## config.mk

```make
export PLATFORM = sky130hd
export DESIGN_NAME = sdas_top
export DESIGN_NICKNAME = d
export VERILOG_FILES = /design/src/rtl/sdas_pkg.sv /design/src/rtl/sdas_top.sv
export VERILOG_INCLUDE_DIRS = /design/src /design/src/rtl
export SDC_FILE = /design/constraint.sdc
export NUM_CORES = 1
export LEC_CHECK = 0
export BUFFER_PORTS_ARGS = -buffer_cell sky130_fd_sc_hd__buf_2
export CORE_ASPECT_RATIO = 0.7
export CORE_MARGIN = 2
export CORE_UTILIZATION = 56
export CTS_BUF_LIST = sky130_fd_sc_hd__clkbuf_16
export CTS_CLUSTER_SIZE = 14
export DETAILED_ROUTE_END_ITERATION = 12
export PLACE_DENSITY = 0.81
export REMOVE_ABC_BUFFERS = 1
export SKIP_CTS_REPAIR_TIMING = 1
export SLEW_MARGIN = 10
export SYNTH_ARGS = -nofsm -noshare
export SYNTH_HDL_FRONTEND = slang
export SYNTH_SLANG_ARGS = --single-unit
```

## constraint.sdc

```tcl
create_clock -name clk_sys -period 4.1 [get_ports clk_sys]
set_clock_uncertainty 0.1 [all_clocks]
set_input_delay 0.41 -clock clk_sys [delete_from_list [all_inputs] [get_ports clk_sys]]
set_output_delay 0.41 -clock clk_sys [all_outputs]
set_load 0.005 [all_outputs]
```

## src/rtl/sdas_defs.svh

```systemverilog
// constants of the sdram access sequencer: offsets, fields, resets, commands, timing
`ifndef SDAS_DEFS_SVH
`define SDAS_DEFS_SVH

// ****************************************************************
// register word indices (byte address is four times the index)
// ****************************************************************
`define SDAS_REG_CTRL      2'h0
`define SDAS_REG_WAIT      2'h1
`define SDAS_REG_STAT      2'h2

// ****************************************************************
// sdram_ctrl_reg fields and reset value
// ****************************************************************
`define SDAS_CTRL_KEEP     0
`define SDAS_CTRL_KIND     1
`define SDAS_CTRL_RFON     2
`define SDAS_CTRL_RPT_LO   4
`define SDAS_CTRL_RPT_HI   6
`define SDAS_CTRL_RST      7'h00

// ****************************************************************
// area3_wait_ctrl fields and reset value
// ****************************************************************
`define SDAS_WAIT_TRP_LO   0
`define SDAS_WAIT_TRP_HI   1
`define SDAS_WAIT_RCD_LO   2
`define SDAS_WAIT_RCD_HI   3
`define SDAS_WAIT_CL_LO    4
`define SDAS_WAIT_CL_HI    5
`define SDAS_WAIT_TRWL_LO  6
`define SDAS_WAIT_TRWL_HI  7
`define SDAS_WAIT_BUS32    8
`define SDAS_WAIT_RST      9'h110

// ****************************************************************
// commands as {cs_n, ras_n, cas_n, we_n}
// ****************************************************************
`define SDAS_CMD_NOP       4'h7
`define SDAS_CMD_ACT       4'h3
`define SDAS_CMD_RD        4'h5
`define SDAS_CMD_WR        4'h4
`define SDAS_CMD_PRE       4'h2
`define SDAS_CMD_REF       4'h1

// ****************************************************************
// timing, in external bus clock cycles
// ****************************************************************
`define SDAS_TRC_CYC       4'h4

`endif

```

## src/rtl/sdas_pkg.sv

```systemverilog
// types shared by the sdram access sequencer
`include "sdas_defs.svh"

package sdas_pkg;

  // ****************************************************************
  // sequencer states, one-hot
  // ****************************************************************
  typedef enum logic [6:0] {
    ST_IDLE  = 7'h01,
    ST_PWAIT = 7'h02,
    ST_COL   = 7'h04,
    ST_DRAIN = 7'h08,
    ST_RWAIT = 7'h10,
    ST_REF   = 7'h20,
    ST_SELF  = 7'h40
  } sdas_state_t;

  // access request from an internal master
  typedef struct packed {
    logic        write;
    logic [1:0]  size;   // 0 byte, 1 halfword, 2 word, 3 sixteen bytes
    logic [3:0]  be;
    logic [1:0]  bank;
    logic [12:0] row;
    logic [9:0]  col;
  } sdas_req_t;

  // pins toward the sdram
  typedef struct packed {
    logic        cke;
    logic [3:0]  cmd;
    logic [1:0]  ba;
    logic [12:0] addr;
    logic [3:0]  dqm;
    logic [31:0] dq_out;
    logic        dq_oe;
  } sdas_sdram_t;

  // whole state of the sequencer
  typedef struct packed {
    sdas_state_t      st;
    logic             ck1;
    logic             ck2;
    logic             ck3;
    logic [31:0]      dq1;
    logic [31:0]      dq2;
    logic             pend;
    sdas_req_t        req;
    logic [3:0]       beat;
    logic [3:0]       nbeat;
    logic [3:0]       cnt;
    logic [2:0]       nref;
    logic [4:0]       pipe;
    logic [3:0]       open_v;
    logic [3:0][12:0] open_row;
    logic [3:0][3:0]  bwait;
    sdas_sdram_t      pin;
    logic             wr_take;
    logic [31:0]      rd_data;
    logic             rd_valid;
    logic             done;
    logic             ack;
    logic [31:0]      rdata;
    logic [6:0]       ctrl;
    logic [8:0]       wctl;
  } sdas_regs_t;

endpackage

```

## src/rtl/sdas_top.sv

```systemverilog
// sdram access sequencer: command sequencing, bank tracking, refresh, avalon registers
//
// Behaviour
// burst read for oversize reads, cache line fills, sixteen-byte dma reads
// burst length is always one; bursts are back-to-back single commands
// beats: 16-bit bus 1,1,2,8; 32-bit bus 1,1,1,4 by access size
// activate, plain reads, last read auto-precharges; data caught on clock rise
// after read with auto-precharge, precharge-wait cycles block that bank only
// ras-to-cas field inserts that many nop cycles after activate
// read capture delayed by cas latency of one to four cycles
// small non-cacheable read is one read command, no extra cycles
// burst write for oversize writes, write-backs, sixteen-byte dma writes
// activate, plain writes, last write auto-precharges; data with its command
// after write with auto-precharge, recovery then precharge-wait block that bank
// small non-cacheable write is one write command
// keep-rows-open bit drops auto-precharge; same open row skips activate
// different row in open bank: precharge, wait, activate, then column command
// one open row tracked per bank independently
// same-row read at cas latency one gets one nop before the column command
// other areas leave rows open; every refresh closes all banks
// refresh_kind_sel 0 with refresh_on 1 auto-refresh with repeats; both 1 self
// software must refresh often enough when rows stay open
// refresh request waits until the running bus cycle completes
// commands encoded on cs, ras, cas, we per the common sdram truth table
//
// The placing of the registers and the Avalon-MM interface to the registers were chosen for this implementation.
`timescale 1ns/1ps

module sdas_top (
  input  wire logic                 clk_sys,
  input  wire logic                 arst_n,
  input  wire logic                 ce,
  input  wire logic [1:0]           avs_address,
  input  wire logic                 avs_read,
  input  wire logic                 avs_write,
  input  wire logic [31:0]          avs_writedata,
  input  wire logic [3:0]           avs_byteenable,
  output logic      [31:0]          avs_readdata,
  output logic                      avs_waitrequest,
  input  wire logic                 req_valid,
  output logic                      req_ready,
  input  wire sdas_pkg::sdas_req_t  req_in,
  input  wire logic [31:0]          wr_data,
  output logic                      wr_take,
  output logic      [31:0]          rd_data,
  output logic                      rd_valid,
  output logic                      req_done,
  input  wire logic                 refresh_req,
  input  wire logic                 ext_bus_clock,
  output sdas_pkg::sdas_sdram_t     sd_pins,
  input  wire logic [31:0]          dq_in
);

  // ****************************************************************
  // helpers
  // ****************************************************************

  // beats per access for a given size and bus width
  function automatic logic [3:0] beats(input logic [1:0] size, input logic bus32);
    logic [3:0] b;
    b = 4'h1;
    case (size)
      2'h2:    b = bus32 ? 4'h1 : 4'h2;
      2'h3:    b = bus32 ? 4'h4 : 4'h8;
      default: b = 4'h1;
    endcase
    return b;
  endfunction

  // ****************************************************************
  // state
  // ****************************************************************
  sdas_pkg::sdas_regs_t s_q;
  sdas_pkg::sdas_regs_t s_d;

  logic        tick;
  logic        keep_open;
  logic        self_sel;
  logic        auto_sel;
  logic [3:0]  trp;
  logic [3:0]  trcd;
  logic [2:0]  cl_idx;
  logic [3:0]  trwl;
  logic        bus32;
  logic [2:0]  rpt;
  logic        can_take;
  logic        row_hit;
  logic        last_beat;
  logic [9:0]  col_now;

  // field views of the configuration registers
  assign keep_open = s_q.ctrl[`SDAS_CTRL_KEEP];
  assign self_sel  = s_q.ctrl[`SDAS_CTRL_RFON] & s_q.ctrl[`SDAS_CTRL_KIND];
  assign auto_sel  = s_q.ctrl[`SDAS_CTRL_RFON] & ~s_q.ctrl[`SDAS_CTRL_KIND];
  assign trp       = {2'h0, s_q.wctl[`SDAS_WAIT_TRP_HI:`SDAS_WAIT_TRP_LO]};
  assign trcd      = {2'h0, s_q.wctl[`SDAS_WAIT_RCD_HI:`SDAS_WAIT_RCD_LO]};
  assign cl_idx    = {1'b0, s_q.wctl[`SDAS_WAIT_CL_HI:`SDAS_WAIT_CL_LO]};  // latency minus one
  assign trwl      = {2'h0, s_q.wctl[`SDAS_WAIT_TRWL_HI:`SDAS_WAIT_TRWL_LO]};
  assign bus32     = s_q.wctl[`SDAS_WAIT_BUS32];
  assign rpt       = s_q.ctrl[`SDAS_CTRL_RPT_HI:`SDAS_CTRL_RPT_LO];

  // rising edge of the external bus clock, seen after its synchroniser
  assign tick = s_q.ck2 & ~s_q.ck3;

  // a request may start only in idle, with no refresh due and its bank settled
  assign can_take = tick && (s_q.st == sdas_pkg::ST_IDLE) && !self_sel
                    && !(s_q.pend && auto_sel) && (s_q.bwait[req_in.bank] == 4'h0);
  assign row_hit  = keep_open && s_q.open_v[req_in.bank]
                    && (s_q.open_row[req_in.bank] == req_in.row);
  assign last_beat = (s_q.beat + 4'h1) == s_q.nbeat;
  assign col_now   = s_q.req.col + {6'h00, s_q.beat};

  // handshake outputs are combinational; data outputs come from flops
  assign req_ready       = ce & req_valid & can_take;
  assign avs_waitrequest = (avs_read | avs_write) & ~s_q.ack;
  assign avs_readdata    = s_q.rdata;
  assign sd_pins         = s_q.pin;
  assign wr_take         = s_q.wr_take;
  assign rd_data         = s_q.rd_data;
  assign rd_valid        = s_q.rd_valid;
  assign req_done        = s_q.done;

  // ****************************************************************
  // next state
  // ****************************************************************
  always_comb begin
    s_d          = s_q;
    s_d.rd_valid = 1'b0;
    s_d.done     = 1'b0;
    s_d.wr_take  = 1'b0;

    // three flops on the external clock, two on the data pins
    s_d.ck1 = ext_bus_clock;
    s_d.ck2 = s_q.ck1;
    s_d.ck3 = s_q.ck2;
    s_d.dq1 = dq_in;
    s_d.dq2 = s_q.dq1;

    // a new refresh request replaces an unserved one; set beats a clear
    if (refresh_req) begin
      s_d.pend = 1'b1;
    end

    // register slave: one wait state, then the access completes
    s_d.ack = (avs_read | avs_write) & ~s_q.ack;
    if (avs_read && !s_q.ack) begin
      case (avs_address)
        `SDAS_REG_CTRL: s_d.rdata = {25'h0000000, s_q.ctrl};
        `SDAS_REG_WAIT: s_d.rdata = {23'h000000, s_q.wctl};
        `SDAS_REG_STAT: s_d.rdata = {24'h000000, s_q.open_v, 1'b0,
                                     s_q.st == sdas_pkg::ST_SELF, s_q.pend,
                                     s_q.st != sdas_pkg::ST_IDLE};
        default:        s_d.rdata = 32'h00000000;
      endcase
    end
    if (avs_write && s_q.ack) begin
      if (avs_address == `SDAS_REG_CTRL && avs_byteenable[0]) begin
        s_d.ctrl = avs_writedata[6:0];
      end
      if (avs_address == `SDAS_REG_WAIT) begin
        if (avs_byteenable[0]) begin
          s_d.wctl[7:0] = avs_writedata[7:0];
        end
        if (avs_byteenable[1]) begin
          s_d.wctl[8] = avs_writedata[8];
        end
      end
    end

    // sdram side advances once per external clock cycle
    if (tick) begin
      s_d.pin.cmd   = `SDAS_CMD_NOP;
      s_d.pin.dq_oe = 1'b0;
      // per-bank busy time after auto-precharge counts down on its own
      for (int b = 0; b < 4; b++) begin
        if (s_q.bwait[b] != 4'h0) begin
          s_d.bwait[b] = s_q.bwait[b] - 4'h1;
        end
      end
      // read capture at the programmed latency after each read command
      s_d.pipe = {s_q.pipe[3:0], s_q.pin.cmd == `SDAS_CMD_RD};
      if (s_q.pipe[cl_idx]) begin
        s_d.rd_data  = s_q.dq2;
        s_d.rd_valid = 1'b1;
      end

      case (s_q.st)
        sdas_pkg::ST_IDLE: begin
          if (self_sel || (s_q.pend && auto_sel)) begin
            // refresh only starts between bus cycles
            s_d.pin.cmd        = `SDAS_CMD_PRE;
            s_d.pin.addr       = 13'h0400;                 // all banks
            s_d.open_v         = 4'h0;
            s_d.cnt            = trp;
            s_d.pend           = refresh_req;
            s_d.nref           = (rpt == 3'h0) ? 3'h1 : rpt;
            s_d.st             = sdas_pkg::ST_RWAIT;
          end else if (req_valid && s_q.bwait[req_in.bank] == 4'h0) begin
            s_d.req    = req_in;
            s_d.beat   = 4'h0;
            s_d.nbeat  = beats(req_in.size, bus32);
            s_d.pin.ba = req_in.bank;
            if (row_hit) begin
              // open row: column command at once, one nop before a read at latency one
              s_d.cnt = (!req_in.write && cl_idx == 3'h0) ? 4'h1 : 4'h0;
              s_d.st  = sdas_pkg::ST_COL;
            end else if (keep_open && s_q.open_v[req_in.bank]) begin
              s_d.pin.cmd    = `SDAS_CMD_PRE;
              s_d.pin.addr   = 13'h0000;
              s_d.open_v[req_in.bank] = 1'b0;
              s_d.cnt        = trp;
              s_d.st         = sdas_pkg::ST_PWAIT;
            end else begin
              s_d.pin.cmd  = `SDAS_CMD_ACT;
              s_d.pin.addr = req_in.row;
              s_d.cnt      = trcd;
              s_d.st       = sdas_pkg::ST_COL;
            end
          end
        end

        sdas_pkg::ST_PWAIT: begin
          if (s_q.cnt != 4'h0) begin
            s_d.cnt = s_q.cnt - 4'h1;
          end else begin
            s_d.pin.cmd  = `SDAS_CMD_ACT;
            s_d.pin.addr = s_q.req.row;
            s_d.cnt      = trcd;
            s_d.st       = sdas_pkg::ST_COL;
          end
        end

        sdas_pkg::ST_COL: begin
          if (s_q.cnt != 4'h0) begin
            s_d.cnt = s_q.cnt - 4'h1;
          end else begin
            // one single-beat column command per cycle, auto-precharge on the last unless rows are kept open
            s_d.pin.cmd  = s_q.req.write ? `SDAS_CMD_WR : `SDAS_CMD_RD;
            s_d.pin.addr = {2'h0, last_beat & ~keep_open, col_now};
            s_d.pin.dqm  = ~s_q.req.be;
            if (s_q.req.write) begin
              s_d.pin.dq_out = wr_data;
              s_d.pin.dq_oe  = 1'b1;
              s_d.wr_take    = 1'b1;
            end
            s_d.beat = s_q.beat + 4'h1;
            if (last_beat) begin
              if (keep_open) begin
                s_d.open_v[s_q.req.bank]   = 1'b1;
                s_d.open_row[s_q.req.bank] = s_q.req.row;
              end else if (s_q.req.write) begin
                s_d.bwait[s_q.req.bank] = trwl + trp + 4'h1;
              end else begin
                s_d.bwait[s_q.req.bank] = trp + 4'h1;
              end
              if (s_q.req.write) begin
                s_d.done = 1'b1;
                s_d.st   = sdas_pkg::ST_IDLE;
              end else begin
                s_d.st   = sdas_pkg::ST_DRAIN;
              end
            end
          end
        end

        sdas_pkg::ST_DRAIN: begin
          // the bus cycle ends once the last read command has shifted out of the five-stage capture pipe
          if (s_d.pipe == 5'h00) begin
            s_d.done = 1'b1;
            s_d.st   = sdas_pkg::ST_IDLE;
          end
        end

        sdas_pkg::ST_RWAIT: begin
          if (s_q.cnt != 4'h0) begin
            s_d.cnt = s_q.cnt - 4'h1;
          end else if (self_sel) begin
            s_d.pin.cmd = `SDAS_CMD_REF;
            s_d.pin.cke = 1'b0;
            s_d.st      = sdas_pkg::ST_SELF;
          end else begin
            s_d.pin.cmd = `SDAS_CMD_REF;
            s_d.nref    = s_q.nref - 3'h1;
            s_d.cnt     = `SDAS_TRC_CYC;
            s_d.st      = sdas_pkg::ST_REF;
          end
        end

        sdas_pkg::ST_REF: begin
          if (s_q.cnt != 4'h0) begin
            s_d.cnt = s_q.cnt - 4'h1;
          end else if (s_q.nref != 3'h0) begin
            s_d.pin.cmd = `SDAS_CMD_REF;
            s_d.nref    = s_q.nref - 3'h1;
            s_d.cnt     = `SDAS_TRC_CYC;
          end else begin
            s_d.st = sdas_pkg::ST_IDLE;
          end
        end

        sdas_pkg::ST_SELF: begin
          // leave self-refresh when software clears the selection
          if (!self_sel) begin
            s_d.pin.cke = 1'b1;
            s_d.nref    = 3'h0;
            s_d.cnt     = `SDAS_TRC_CYC;
            s_d.st      = sdas_pkg::ST_REF;
          end
        end

        default: begin
          s_d.st = sdas_pkg::ST_IDLE;
        end
      endcase
    end
  end

  // ****************************************************************
  // registers; clock enable low freezes everything
  // ****************************************************************
  always_ff @(posedge clk_sys or negedge arst_n) begin
    if (!arst_n) begin
      s_q            <= '0;
      s_q.st         <= sdas_pkg::ST_IDLE;
      s_q.pin.cke    <= 1'b1;
      s_q.pin.cmd    <= `SDAS_CMD_NOP;
      s_q.pin.dqm    <= 4'hf;
      s_q.ctrl       <= `SDAS_CTRL_RST;
      s_q.wctl       <= `SDAS_WAIT_RST;
    end else if (ce) begin
      s_q <= s_d;
    end
  end

endmodule

```

# Word-level counts from Yosys, hierarchy flattened
# Index checks and enable logic that the tools add are counted.
[word_totals]
inputBits = 142
word_cells = 276
ff_bits = 338
output_inout_bits = 126
[classes]
reduce_logical = 52
addsub = 11
bitwise_logic = 18
n_mux = 112
n_eq_ne = 36
order_cmp = 5
[op_table]
columns = ["cell", "count"]
rows = [
  ["217-bit two-way mux", 1],
  ["72-bit two-way mux", 2],
  ["7-bit two-way mux", 14],
  ["4-bit two-way mux", 23],
  ["13-bit two-way mux", 6],
  ["68-bit two-way mux", 1],
  ["33-bit two-way mux", 2],
  ["56-bit two-way mux", 1],
  ["52-bit bitwise mux", 1],
  ["51-bit two-way mux", 1],
  ["7-bit one-hot mux with 7 select lines", 1],
  ["44-bit two-way mux", 1],
  ["40-bit two-way mux", 1],
  ["13-bit one-hot mux with 3 select lines", 1],
  ["38-bit two-way mux", 1],
  ["34-bit two-way mux", 1],
  ["16-bit bitwise mux", 2],
  ["16-bit two-way mux", 2],
  ["3-bit two-way mux", 10],
  ["2-bit inequality test (second input constant)", 14],
  ["9-bit one-hot mux with 3 select lines", 1],
  ["13-bit binary-select mux with 2-bit select", 1],
  ["13-bit demux with 2-bit select", 1],
  ["4-bit one-hot mux with 2 select lines", 3],
  ["65 further kinds", 142],
]

# Depth between registers and ports, before layout
# Gate-level depths: netlist of the first run.
[logic_depth]
ltp_word = 12
ltp_mapped = 12
ltp_nobuf = 9

# Least setup slack after synthesis of the first run
# No wires, ideal clock.
[synth_timing]
kind = "input port to flip-flop"
startpoint = "input port req_in[23] (netlist bit)"
endpoint = "register s_q, in the netlist sd_pins[46]"
path_slack_ps = 1188
required_ps = 3875
setup_ps = 125
arrival_ps = 2687
path_stages = 8
path_buffers = 1
cell_sequence = "buf_6 -> mux4_2 -> xor2_1 -> nor4_1 -> nand4_1 -> or3_4 -> o311ai_4 -> mux2_2"
[synth_via]
elab_chain_cells = 8
elab_cells_between_ends = 19
classes_between = "eq/ne (3); mux (11); reduce/logical (5)"
[synth_lines]
columns = ["item", "line", "rtl"]
rows = [
  ["start: declaration", "sdas_top.sv:42", "input wire sdas_pkg::sdas_req_t req_in,"],
  ["parallel branches: the longest is 8 deep, another holds 13-bit binary-select mux with 2-bit select", "-", ""],
  ["end: declaration", "sdas_top.sv:73", "sdas_pkg::sdas_regs_t s_q;"],
]
# Several ways; the timed one is not identified. The select of a mux whose other input is x is not followed.
# A chain may end at the register's enable or synchronous reset.

# Final worst setup path of the first run
[layout_timing]
startpoint = "register s_q[141] (netlist bit)"
endpoint = "output port req_ready"
[layout_via]
elab_chain_cells = 5
[layout_lines]
columns = ["item", "line", "rtl"]
rows = [
  ["4-bit binary-select mux with 2-bit select", "sdas_top.sv:107", "&& !(s_q.pend && auto_sel) && (s_q.bwait[req_in.bank] == 4'h0);"],
  ["4-bit two-way mux (not written as such)", "sdas_top.sv:107", ""],
  ["4-bit logical NOT", "sdas_top.sv:107", ""],
  ["1-bit logical AND", "sdas_top.sv:107", ""],
  ["1-bit AND", "sdas_top.sv:114", "assign req_ready = ce & req_valid & can_take;"],
  ["end: declaration", "sdas_top.sv:41", "output logic req_ready,"],
]
# Every way passes these cells. The select of a mux whose other input is x is not followed.

==> run summary, run 1 <==
Hold WS: -6.476 ps
Setup crit start: s_q[141]
Tcrit/Tclk final: 0.9369
Synth Warn #: 0
Port bufs: 218
CP Launch Type: register
Synth Cell Area: 0.01500 mm2
First-pass GRT wire length: 54.42 mm
R2R Setup Slk: 640 ps
CP Class: register to primary output
CP Buf/Inv Count: 2
Core ar.: 0.02653 mm2
Routed wire length: 35.93 mm
Worst-path clk slew: 60 ps
CP arrival: 3330 ps
Post-Syn Area per Cell: 11.43 um2
PD cells: 539.6 mW/mm2
Design Area, Final: 0.01760 mm2
Placed cell areas: 0.01569 mm2
Initial antenna violation count: 3
Post-synthesis register bit count: 311
Worst-Margin Slew: 844.0 ps
Placed insts: 1764
Worst slack, placed: 407.0 ps
Dominant synthesized flop cell: dfrtp_1
Slew HR: 0.4352
Most frequent cell after synthesis: dfrtp_1
Fin util: 0.6633
Max-Cap Viols: 0
Slowest stage delay, CP: 620 ps
FP Rows: 50
RePlAce Congestion: 0.8795
DR iter-0 viols: 975
Layout cells sized above 1: 0.3398
Worst vdd ir: 0.0004815 V
CTS Sinks: 311
Number of distinct library cells after synthesis: 72
Yosys top cell area share: 0.5005
Critical-path cell list: nor4_1, mux4_2, and2_1, nand3_1, nor2_2, buf_4, buf_2
Top Ports: 268
Clock root buffer: clkbuf_16
Largest net degree at the start of global routing: 117
H-Tree Level Count: 1
Final slew viol count: 0
Register area share after synthesis: 0.5198
Final ANT Viol Nets: 0
Post-synth EDFFs: 0
Fin cells: 1914
Worst min path class: input pin to register
Critical-path top delay cell: nor4_1
CP Capture Type: primary output
Worst-skew pair later-pin latency: 570 ps
Via/cell ratio: 5.610
Unrepaired setup endpoints after global routing: no
Die height: 140.9 um
Asr flop ratio synth: 1.000
Largest cells by area after synthesis: dfrtp_1 (50%), mux2_2 (15%), buf_4 (6.2%), nand2_1 (4.2%), o21ai_0 (2.1%)
Synth-to-Final Area Change: 17.32%
Total power: 9.495 mW
Total negative setup slack: 0 ps
Status: complete, but fails checks
Layout Nets: 1682
Cells after Synth: 1312
Critical Path RT: 3590 ps
Top cells by count, synth: dfrtp_1 (300), mux2_2 (200), nand2_1 (169)
Initial core utilization: 0.5654
Initial DRT Pass Iterations: 6
Tot GR Track Use: 0.2443
Detailed placer's ending HPWL: 23.63 mm
CTS tree: done
Fmax: 0.2603 GHz
TritonCTS buffer count: 30
Via count: 10740
Number of global-route vias before repair: 10450
Die area: 0.02813 mm2
Final Hold Vio Count: 2
Final WS setup: 258.8 ps
Leakage: 8.617 nW
Final min period: 3841 ps
CP top delay family: simple AND/OR/NAND/NOR gates
Maximum clock insertion buffer count: 3
DRC: 0
Total grt overflow: 0
Crit path max fanout: 10
Number of setup violations in the final report: 0
Area leader, netlist: dfrtp_1
Failing checks: hold timing
Worst reg2reg path startpoint: s_q[141]
HP Start: req_in[14]
Routed WL per cell: 18.77 um
DIE WIDTH: 199.6 um
cell families after synthesis:
family / count (synthesis) / share of synthesized area
AO/OA/AOI/OAI: 187 / 0.07884
XOR/XNOR: 28 / 0.01635
adder cells (fa/ha/maj): 16 / 0.01435
buffers and inverters: 211 / 0.08693
flip-flops: 311 / 0.5198
multiplexers: 227 / 0.1790
other: 1 / 0.0002500
AND/OR/NAND/NOR: 331 / 0.1044
cell usage in the layout (no fill, tap or decap), types with 31 or more instances in the layout:
master,Yosys,final
dlygate4sd3_1,0,92
o21ai_0,63,63
mux2_2,200,200
clkbuf_16,0,31
inv_1,31,42
dfrtp_1,300,300
nor2_1,47,46
a21oi_1,41,41
nand2_1,169,169
buf_2,13,217
worst min-delay path, cell delays in order:
cell and delay [ps]:
buf_2 110, nand2_1 50, nand2_1 50
worst paths after layout:
kind | endpoint | cells past startpoint
worst max-delay path | req_ready | 7
worst min-delay path | s_q[247] | 3
worst max register to register | sd_pins[11] | 8
worst min register to register | sd_pins[36] | 1
max in group asynchronous | sd_pins[31] | 3
min in group asynchronous | asynchronous set/reset pin | 2
final cells by class:
| cell class | count | area (um2) |
|---|---|---|
| Clock inverter | 25 | 209.0 |
| Fill cell | 1954 | 8930 |
| Timing Repair Buffer | 336 | 2242 |
| Inverter | 32 | 120.1 |
| Tap cell | 364 | 455.4 |
| Antenna cell | 2 | 5.005 |
| Sequential cell | 311 | 7796 |
| Clock buffer | 31 | 775.7 |
| Multi-Input combinational cell | 813 | 5992 |
where the power goes:
part	internal [mW]	switching (mW)	leakage [nW]
combinational	1.09	1.32	4.06
clock	1.61	1.17	0.523
sequential	3.72	0.577	4.04
total	6.42	3.07	8.62
metal layers:
layer / wire length [um] / GRT usage / share of wire / vias up
li1: - / - / - / 4865
met1: 14870 / 0.3360 / 0.41 / 5315
met2: 16850 / 0.3754 / 0.47 / 470
met3: 3224 / 0.07273 / 0.090 / 87
met4: 988 / 0.07719 / 0.027 / 0
met5: 0 / 0 / 0 / -
No activity file was read; power rests on OpenSTA's default activity.
==> run 2, diff against run 1 <==
CORE_MARGIN = default   (was 2)
==> run 2 against run 1 <==
Sequential power barely moved. Via count shrank 1.3%. The flow now finishes without violations. Design area is 0.52% lower. Die area decreased by 2.4%. Fmax grew 17%. Clock-buffer cell count stayed put. First-iteration DRC count down 8.5%. Wire length fell by 0.92%. Sequential share of layout area increased by 0.23 points. Utilization is 1.0 points higher. Worst hold slack gained 8.4 ps.
==> run summary, run 2 (synthesis results as in run 1) <==
Port bufs: 218 (unchanged)
Tcrit/Tclk final: 0.7986 (-0.1383)
Status: completed
Hold path cells: 2 (-1)
Final Hold Vio Count: 0 (-2)
Total negative setup slack: 0 ps (unchanged)
Inserted Diodes: 0 (-2)
Initial core utilization: 0.5770 (+0.01154)
R2R Setup Slk: 830 ps (+190 ps)
Worst vdd ir: 0.0003630 V (-25%)
Worst-skew pair later-pin latency: 560 ps (about the same)
Total grt overflow: 0 (unchanged)
Max-Cap Viols: 0 (unchanged)
Worst-path clk slew: 60 ps (about the same)
First-pass GRT wire length: 54.89 mm (+0.86%)
Crit path max fanout: 10 (unchanged)
Final ANT Viol Nets: 0 (unchanged)
Die area: 0.02745 mm2 (-2.4%)
Most common cell after layout, fill and taps aside: dfrtp_1
Fin cells: 1901 (-0.68%)
Initial DRT Pass Iterations: 7 (+1)
Critical-path top delay cell: nor2b_1
DRC: 0 (unchanged)
Leakage: 8.584 nW (-0.38%)
R2R cell count: 10 (+2)
DR iter-0 viols: 892 (-8.5%)
Worst min path class: input pin to register
Critical R2R Capture: s_q[154]
Layout cells sized above 1: 0.3407 (+0.0008803)
PD cells: 535.1 mW/mm2 (-0.83%)
Critical-path cell list: or3_4, nor4b_4, buf_4, nand2_2, nor4_2, buf_4, nor2b_1, o21ai_0, nand2_1, o21ai_0
RePlAce Congestion: 0.9368 (+6.5%)
Leading cell types in the layout, fill and taps excluded: dfrtp_1 (300), buf_2 (216), mux2_2 (200)
Fmax: 0.3054 GHz (+17%)
Number of setup violations in the final report: 0 (unchanged)
Layout Nets: 1678 (-0.24%)
Via count: 10600 (-1.3%)
Tot GR Track Use: 0.2533 (+0.008931)
Slew HR: 0.4129 (-0.02234)
CTS Sinks: 311 (unchanged)
Slowest stage delay, CP: 510 ps (-110 ps)
CTS tree: done
CP Class: register to register
H-Tree Level Count: 1 (unchanged)
Hold endpoint: s_d[295]
Critical Path RT: 4410 ps (+820 ps)
TritonCTS buffer count: 30 (unchanged)
Die height: 138.9 um (-1.4%)
Via/cell ratio: 5.573 (-0.65%)
CP Capture Type: register
Routed wire length: 35.60 mm (-0.92%)
Clock root buffer: clkbuf_16
Worst-Margin Slew: 880.7 ps (+36.63 ps)
Final slew viol count: 0 (unchanged)
DIE WIDTH: 197.6 um (-1.0%)
CP Launch Type: register
Detailed placer's ending HPWL: 23.76 mm (+0.52%)
Top Ports: 268 (unchanged)
CP arrival: 3590 ps (+260 ps)
Routed WL per cell: 18.73 um (-0.24%)
HP Start: dq_in[29]
Number of global-route vias before repair: 10370 (-0.72%)
FP Rows: 49 (-2.0%)
Maximum clock insertion buffer count: 3 (unchanged)
Synth-to-Final Area Change: 16.71%
Worst reg2reg path startpoint: s_q[339]
Final min period: 3274 ps (-567.0 ps)
Largest net degree at the start of global routing: 118 (+0.85%)
Initial antenna violation count: 0 (-3)
Placed insts: 1758 (-0.34%)
Core ar.: 0.02599 mm2 (-2.0%)
Unrepaired setup endpoints after global routing: no
==> run 2: worst max-delay path by stage <==
stage	slack [ps]	cells past startpoint	from	end
final	830	10	s_q[339]	s_q[154]
after global routing	590	8	s_q[141]	sd_pins[19]
after CTS	830	6	s_q[141]	req_ready
after detailed placement	680	8	req_in[23]	sd_pins[46]
after global placement	690	8	req_in[23]	sd_pins[46]
after floorplan	830	7	s_q[339]	sd_pins[10]
==> run 2: power breakdown <==
part,switching [mW],internal [mW],total [mW]
registers,0.589,3.72,4.31
logic,1.32,1.09,2.41
clock network,1.16,1.48,2.65
==> run 2: final cells by class <==
cell class,count,area [um2]
fillers,1951,8491
clock buffers,31,775.7
repair buffers,332,2215
well taps,357,446.7
clock inverters,25,158.9
multi-input cells,813,5992
inverters,32,120.1
flip-flops and latches,311,7796
==> run 2: layer usage <==
metal	share of wire	track usage	wire length, um
met5	0	0	0
met4	0.013	0.04937	463
met3	0.080	0.06761	2834
met2	0.47	0.3897	16650
met1	0.44	0.3637	15650
==> run 2: critical path: cells and delay by family (launching register included) <==
family	cells	cell delay, ps
AND/OR/NAND/NOR	6	1820
buffers and inverters	2	460
flip-flops	1	430
AO/OA/AOI/OAI	2	320
==> run 2: metrics by stage <==
step / hold WS (ps) / area [um2] / utilization / setup WS, ps / total power [mW]
floorplan: 14.41 / 13900 / - / 827.8 / 5.616
global placement: 312.7 / 15700 / 0.6039 / 688.6 / 6.524
global route: 3.397 / 17500 / 0.6734 / 591.8 / 9.899
finish: 1.969 / 17500 / 0.6734 / 825.8 / 9.367
CTS: -123.2 / 16630 / 0.6399 / 833.2 / 9.337
detailed placement: 318.1 / 15700 / 0.6039 / 684.2 / 6.657
==> run 3, diff against run 2 <==
ABC_AREA = 1   (was default)
CORE_UTILIZATION = 57   (was 56)
PLACE_DENSITY = 0.82   (was 0.81)
clock period = 3.2 ns   (was 4.1 ns; I/O delays follow)
==> run 3 against run 2 <==
Utilization grew 1.1 points. Global-route usage grew 2.0 points. Clock power increased by 34%. Combinational power increased by 44%. Non-clock buffer count grew 27. Worst hold slack improved by 14 ps. Total power is 33% higher. Cell count up 30%.
==> run summary, run 3 <==
Die area: 0.02793 mm2 (+1.7%)
FP Rows: 50 (+2.0%)
Post-synthesis register bit count: 311 (unchanged)
Post-synthesis adder-cell area fraction: 0.01385 (-0.0004969)
Fin util: 0.6845 (+0.01116)
Critical Path RT: 3550 ps (-860 ps)
Initial core utilization: 0.5802 (+0.003270)
Worst min path class: input pin to register
Hold WS: 16.41 ps (+14.45 ps)
CTS tree: done
Slew HR: 0.4320 (+0.01908)
Final slew viol count: 0 (unchanged)
Final min period: 2906 ps (-367.7 ps)
CP Capture Type: register
Post-synth EDFFs: 0 (unchanged)
Layout Nets: 2248 (+34%)
Worst vdd ir: 0.0004076 V (+12%)
CTS Sinks: 311 (unchanged)
Largest family of logic cells by synthesized area: simple AND/OR/NAND/NOR gates
Synth Warn #: 0 (unchanged)
Via count: 13140 (+24%)
R2R cell count: 10 (unchanged)
Fmax: 0.3441 GHz (+13%)
Total grt overflow: 0 (unchanged)
Initial antenna violation count: 0 (unchanged)
RePlAce Congestion: 0.9460 (+0.98%)
Cells after Synth: 1855 (+41%)
CP Launch Type: register
Tcrit/Tclk final: 0.9083 (+0.1097)
Critical path's most frequent cell: inv_2
Synth Area in Compound Gates: 0.1093 (+0.03045)
Leakage: 9.618 nW (+12%)
Crit path depth: 10 (unchanged)
CP Buf/Inv Count: 4 (+2)
H-Tree Level Count: 1 (unchanged)
Post-Syn Area per Cell: 8.375 um2 (-27%)
Worst slack, placed: 418.7 ps (-265.5 ps)
Detailed placer's ending HPWL: 26.60 mm (+12%)
Status: completed
Unrepaired setup endpoints after global routing: no
Fin cells: 2478 (+30%)
Slowest stage delay, CP: 440 ps (-70 ps)
Final ANT Viol Nets: 0 (unchanged)
Critical-path cell list: inv_2, nand3_2, inv_2, nand4_4, nor2_4, inv_2, nor2_1, nand2_1, buf_4, mux2_2
Hold path cells: 3 (+1)
Design Area, Final: 0.01833 mm2 (+4.7%)
Crit path max fanout: 34 (+24)
CP Class: register to register
Tot GR Track Use: 0.2736 (+0.02029)
Dominant synthesized flop cell: dfrtp_1
Fill count: 2085 (+6.9%)
First-pass GRT wire length: 60.96 mm (+11%)
Inserted Diodes: 0 (unchanged)
Worst-Margin Slew: 852.0 ps (-28.63 ps)
Final WS setup: 293.5 ps (-532.3 ps)
Setup crit start: s_q[337]
Area leader, netlist: dfrtp_1
Core ar.: 0.02678 mm2 (+3.0%)
Layout cells sized above 1: 0.1883 (-0.1524)
Routed wire length: 39.78 mm (+12%)
Maximum clock insertion buffer count: 3 (unchanged)
DIE WIDTH: 199.3 um (+0.87%)
Largest net degree at the start of global routing: 97 (-18%)
Worst-skew pair later-pin latency: 570 ps (about the same)
Max-Cap Viols: 0 (unchanged)
Xor/xnor share of the synthesized area: 0.005637 (-0.01071)
Worst reg2reg path startpoint: s_q[337]
PD cells: 677.7 mW/mm2 (+27%)
Register area share after synthesis: 0.5018 (-0.01800)
Asr flop ratio synth: 1.000 (unchanged)
Clock root buffer: clkbuf_16
Placed insts: 2311 (+31%)
DRC: 0 (unchanged)
Yosys top cell area share: 0.4832 (-0.01733)
Number of global-route vias before repair: 12280 (+18%)
Number of setup violations in the final report: 0 (unchanged)
Via/cell ratio: 5.303 (-4.8%)
Post-synthesis mux area share: 0.03221 (-0.1468)
Leading cell types in the layout, fill and taps excluded: nand2_1 (522), dfrtp_1 (300), buf_2 (217)
Port bufs: 218 (unchanged)
Synth-to-Final Area Change: 17.98%
Simple-gate share of the synthesized area: 0.2075 (+0.1030)
Top cells by count, synth: nand2_1 (523), dfrtp_1 (300), inv_1 (192)
Largest cells by area after synthesis: dfrtp_1 (48%), nand2_1 (13%), o21ai_0 (6.2%), buf_4 (6.1%), inv_1 (4.6%)
Synth Cell Area: 0.01554 mm2 (+3.6%)
HP Start: ce
Final Hold Vio Count: 0 (unchanged)
Worst-path clk slew: 60 ps (about the same)
Placed cell areas: 0.01625 mm2 (+3.5%)
DR iter-0 viols: 1110 (+24%)
Die height: 140.1 um (+0.87%)
Number of distinct library cells after synthesis: 51 (-29%)
Most common cell after layout, fill and taps aside: nand2_1
Routed WL per cell: 16.05 um (-14%)
CP arrival: 3250 ps (-340 ps)
TritonCTS buffer count: 31 (+3.3%)
Top Ports: 268 (unchanged)
Critical-path top delay cell: nor2_1
Most frequent cell after synthesis: nand2_1
Initial DRT Pass Iterations: 8 (+1)
CP top delay family: simple AND/OR/NAND/NOR gates
-- run 3: cell types whose count changed after synthesis, moves of 14 or more --
cell     before  now
nand2_1     169  523
inv_1        31  192
mux2_2      200   40
o21ai_0      63  191
nor2_1       47  123
a21oi_1      41   77
nand3_1      23   56
xnor2_1      18    3
o22ai_1       3   17
-- run 3: metrics by stage --
step / TNS (ps) / total power [mW]
floorplan: -25770 / 7.353
global placement: 0 / 8.556
detailed placement: 0 / 8.734
CTS: -51.52 / 12.32
global route: 0 / 13.20
finish: 0 / 12.42
-- run 3: logic make-up (layout without fill, tap and decap cells) --
| logic type | Yosys count | in the layout |
|---|---|---|
| fa+ha+maj | 16 | 16 |
| simple gates | 762 | 762 |
| other cells | 1 | 24 |
| buf+inv | 388 | 624 |
| mux | 45 | 45 |
| xor+xnor | 10 | 10 |
| compound gates | 322 | 322 |
| flops | 311 | 311 |
-- run 3: worst paths after layout --
kind / to / slack (ps)
setup / recovery: sd_pins[26] / 290
hold / removal: s_d[297] / 20
setup reg to reg: sd_pins[26] / 290
hold reg to reg: sd_pins[35] / 330
max in group asynchronous: sd_pins[54] / 1830
min in group asynchronous: rd_data[15] / 260
-- run 3: layer usage --
layer,GRT usage,share of wire,up-vias
met3,0.07007,0.096,82
met2,0.4229,0.45,612
met4,0.06032,0.019,0
met5,0,0,-
li1,-,-,6240
met1,0.3883,0.43,6208
-- run 3: cell type report --
class                      count  area (um2)  area share
sequential                   311        7796      0.4254
multi-input combinational   1179        5819      0.3175
timing repair buffer         359        2500      0.1364
inverter                     208       785.8     0.04287
clock buffer                  31       775.7     0.04232
tap                          364       455.4     0.02485
clock inverter                26       196.4     0.01072
-- run 3: worst min-delay path, cell delays in order --
cell     delay (ps)
buf_2           190
nand2_1          90
nand2_1          40
-- run 3: power by group --
part           leakage [nW]  switching [mW]  internal (mW)  total [mW]
Sequential             3.87           0.565           4.82        5.39
Clock                 0.493            1.56           1.99        3.56
Combinational          5.25            2.12           1.35        3.48
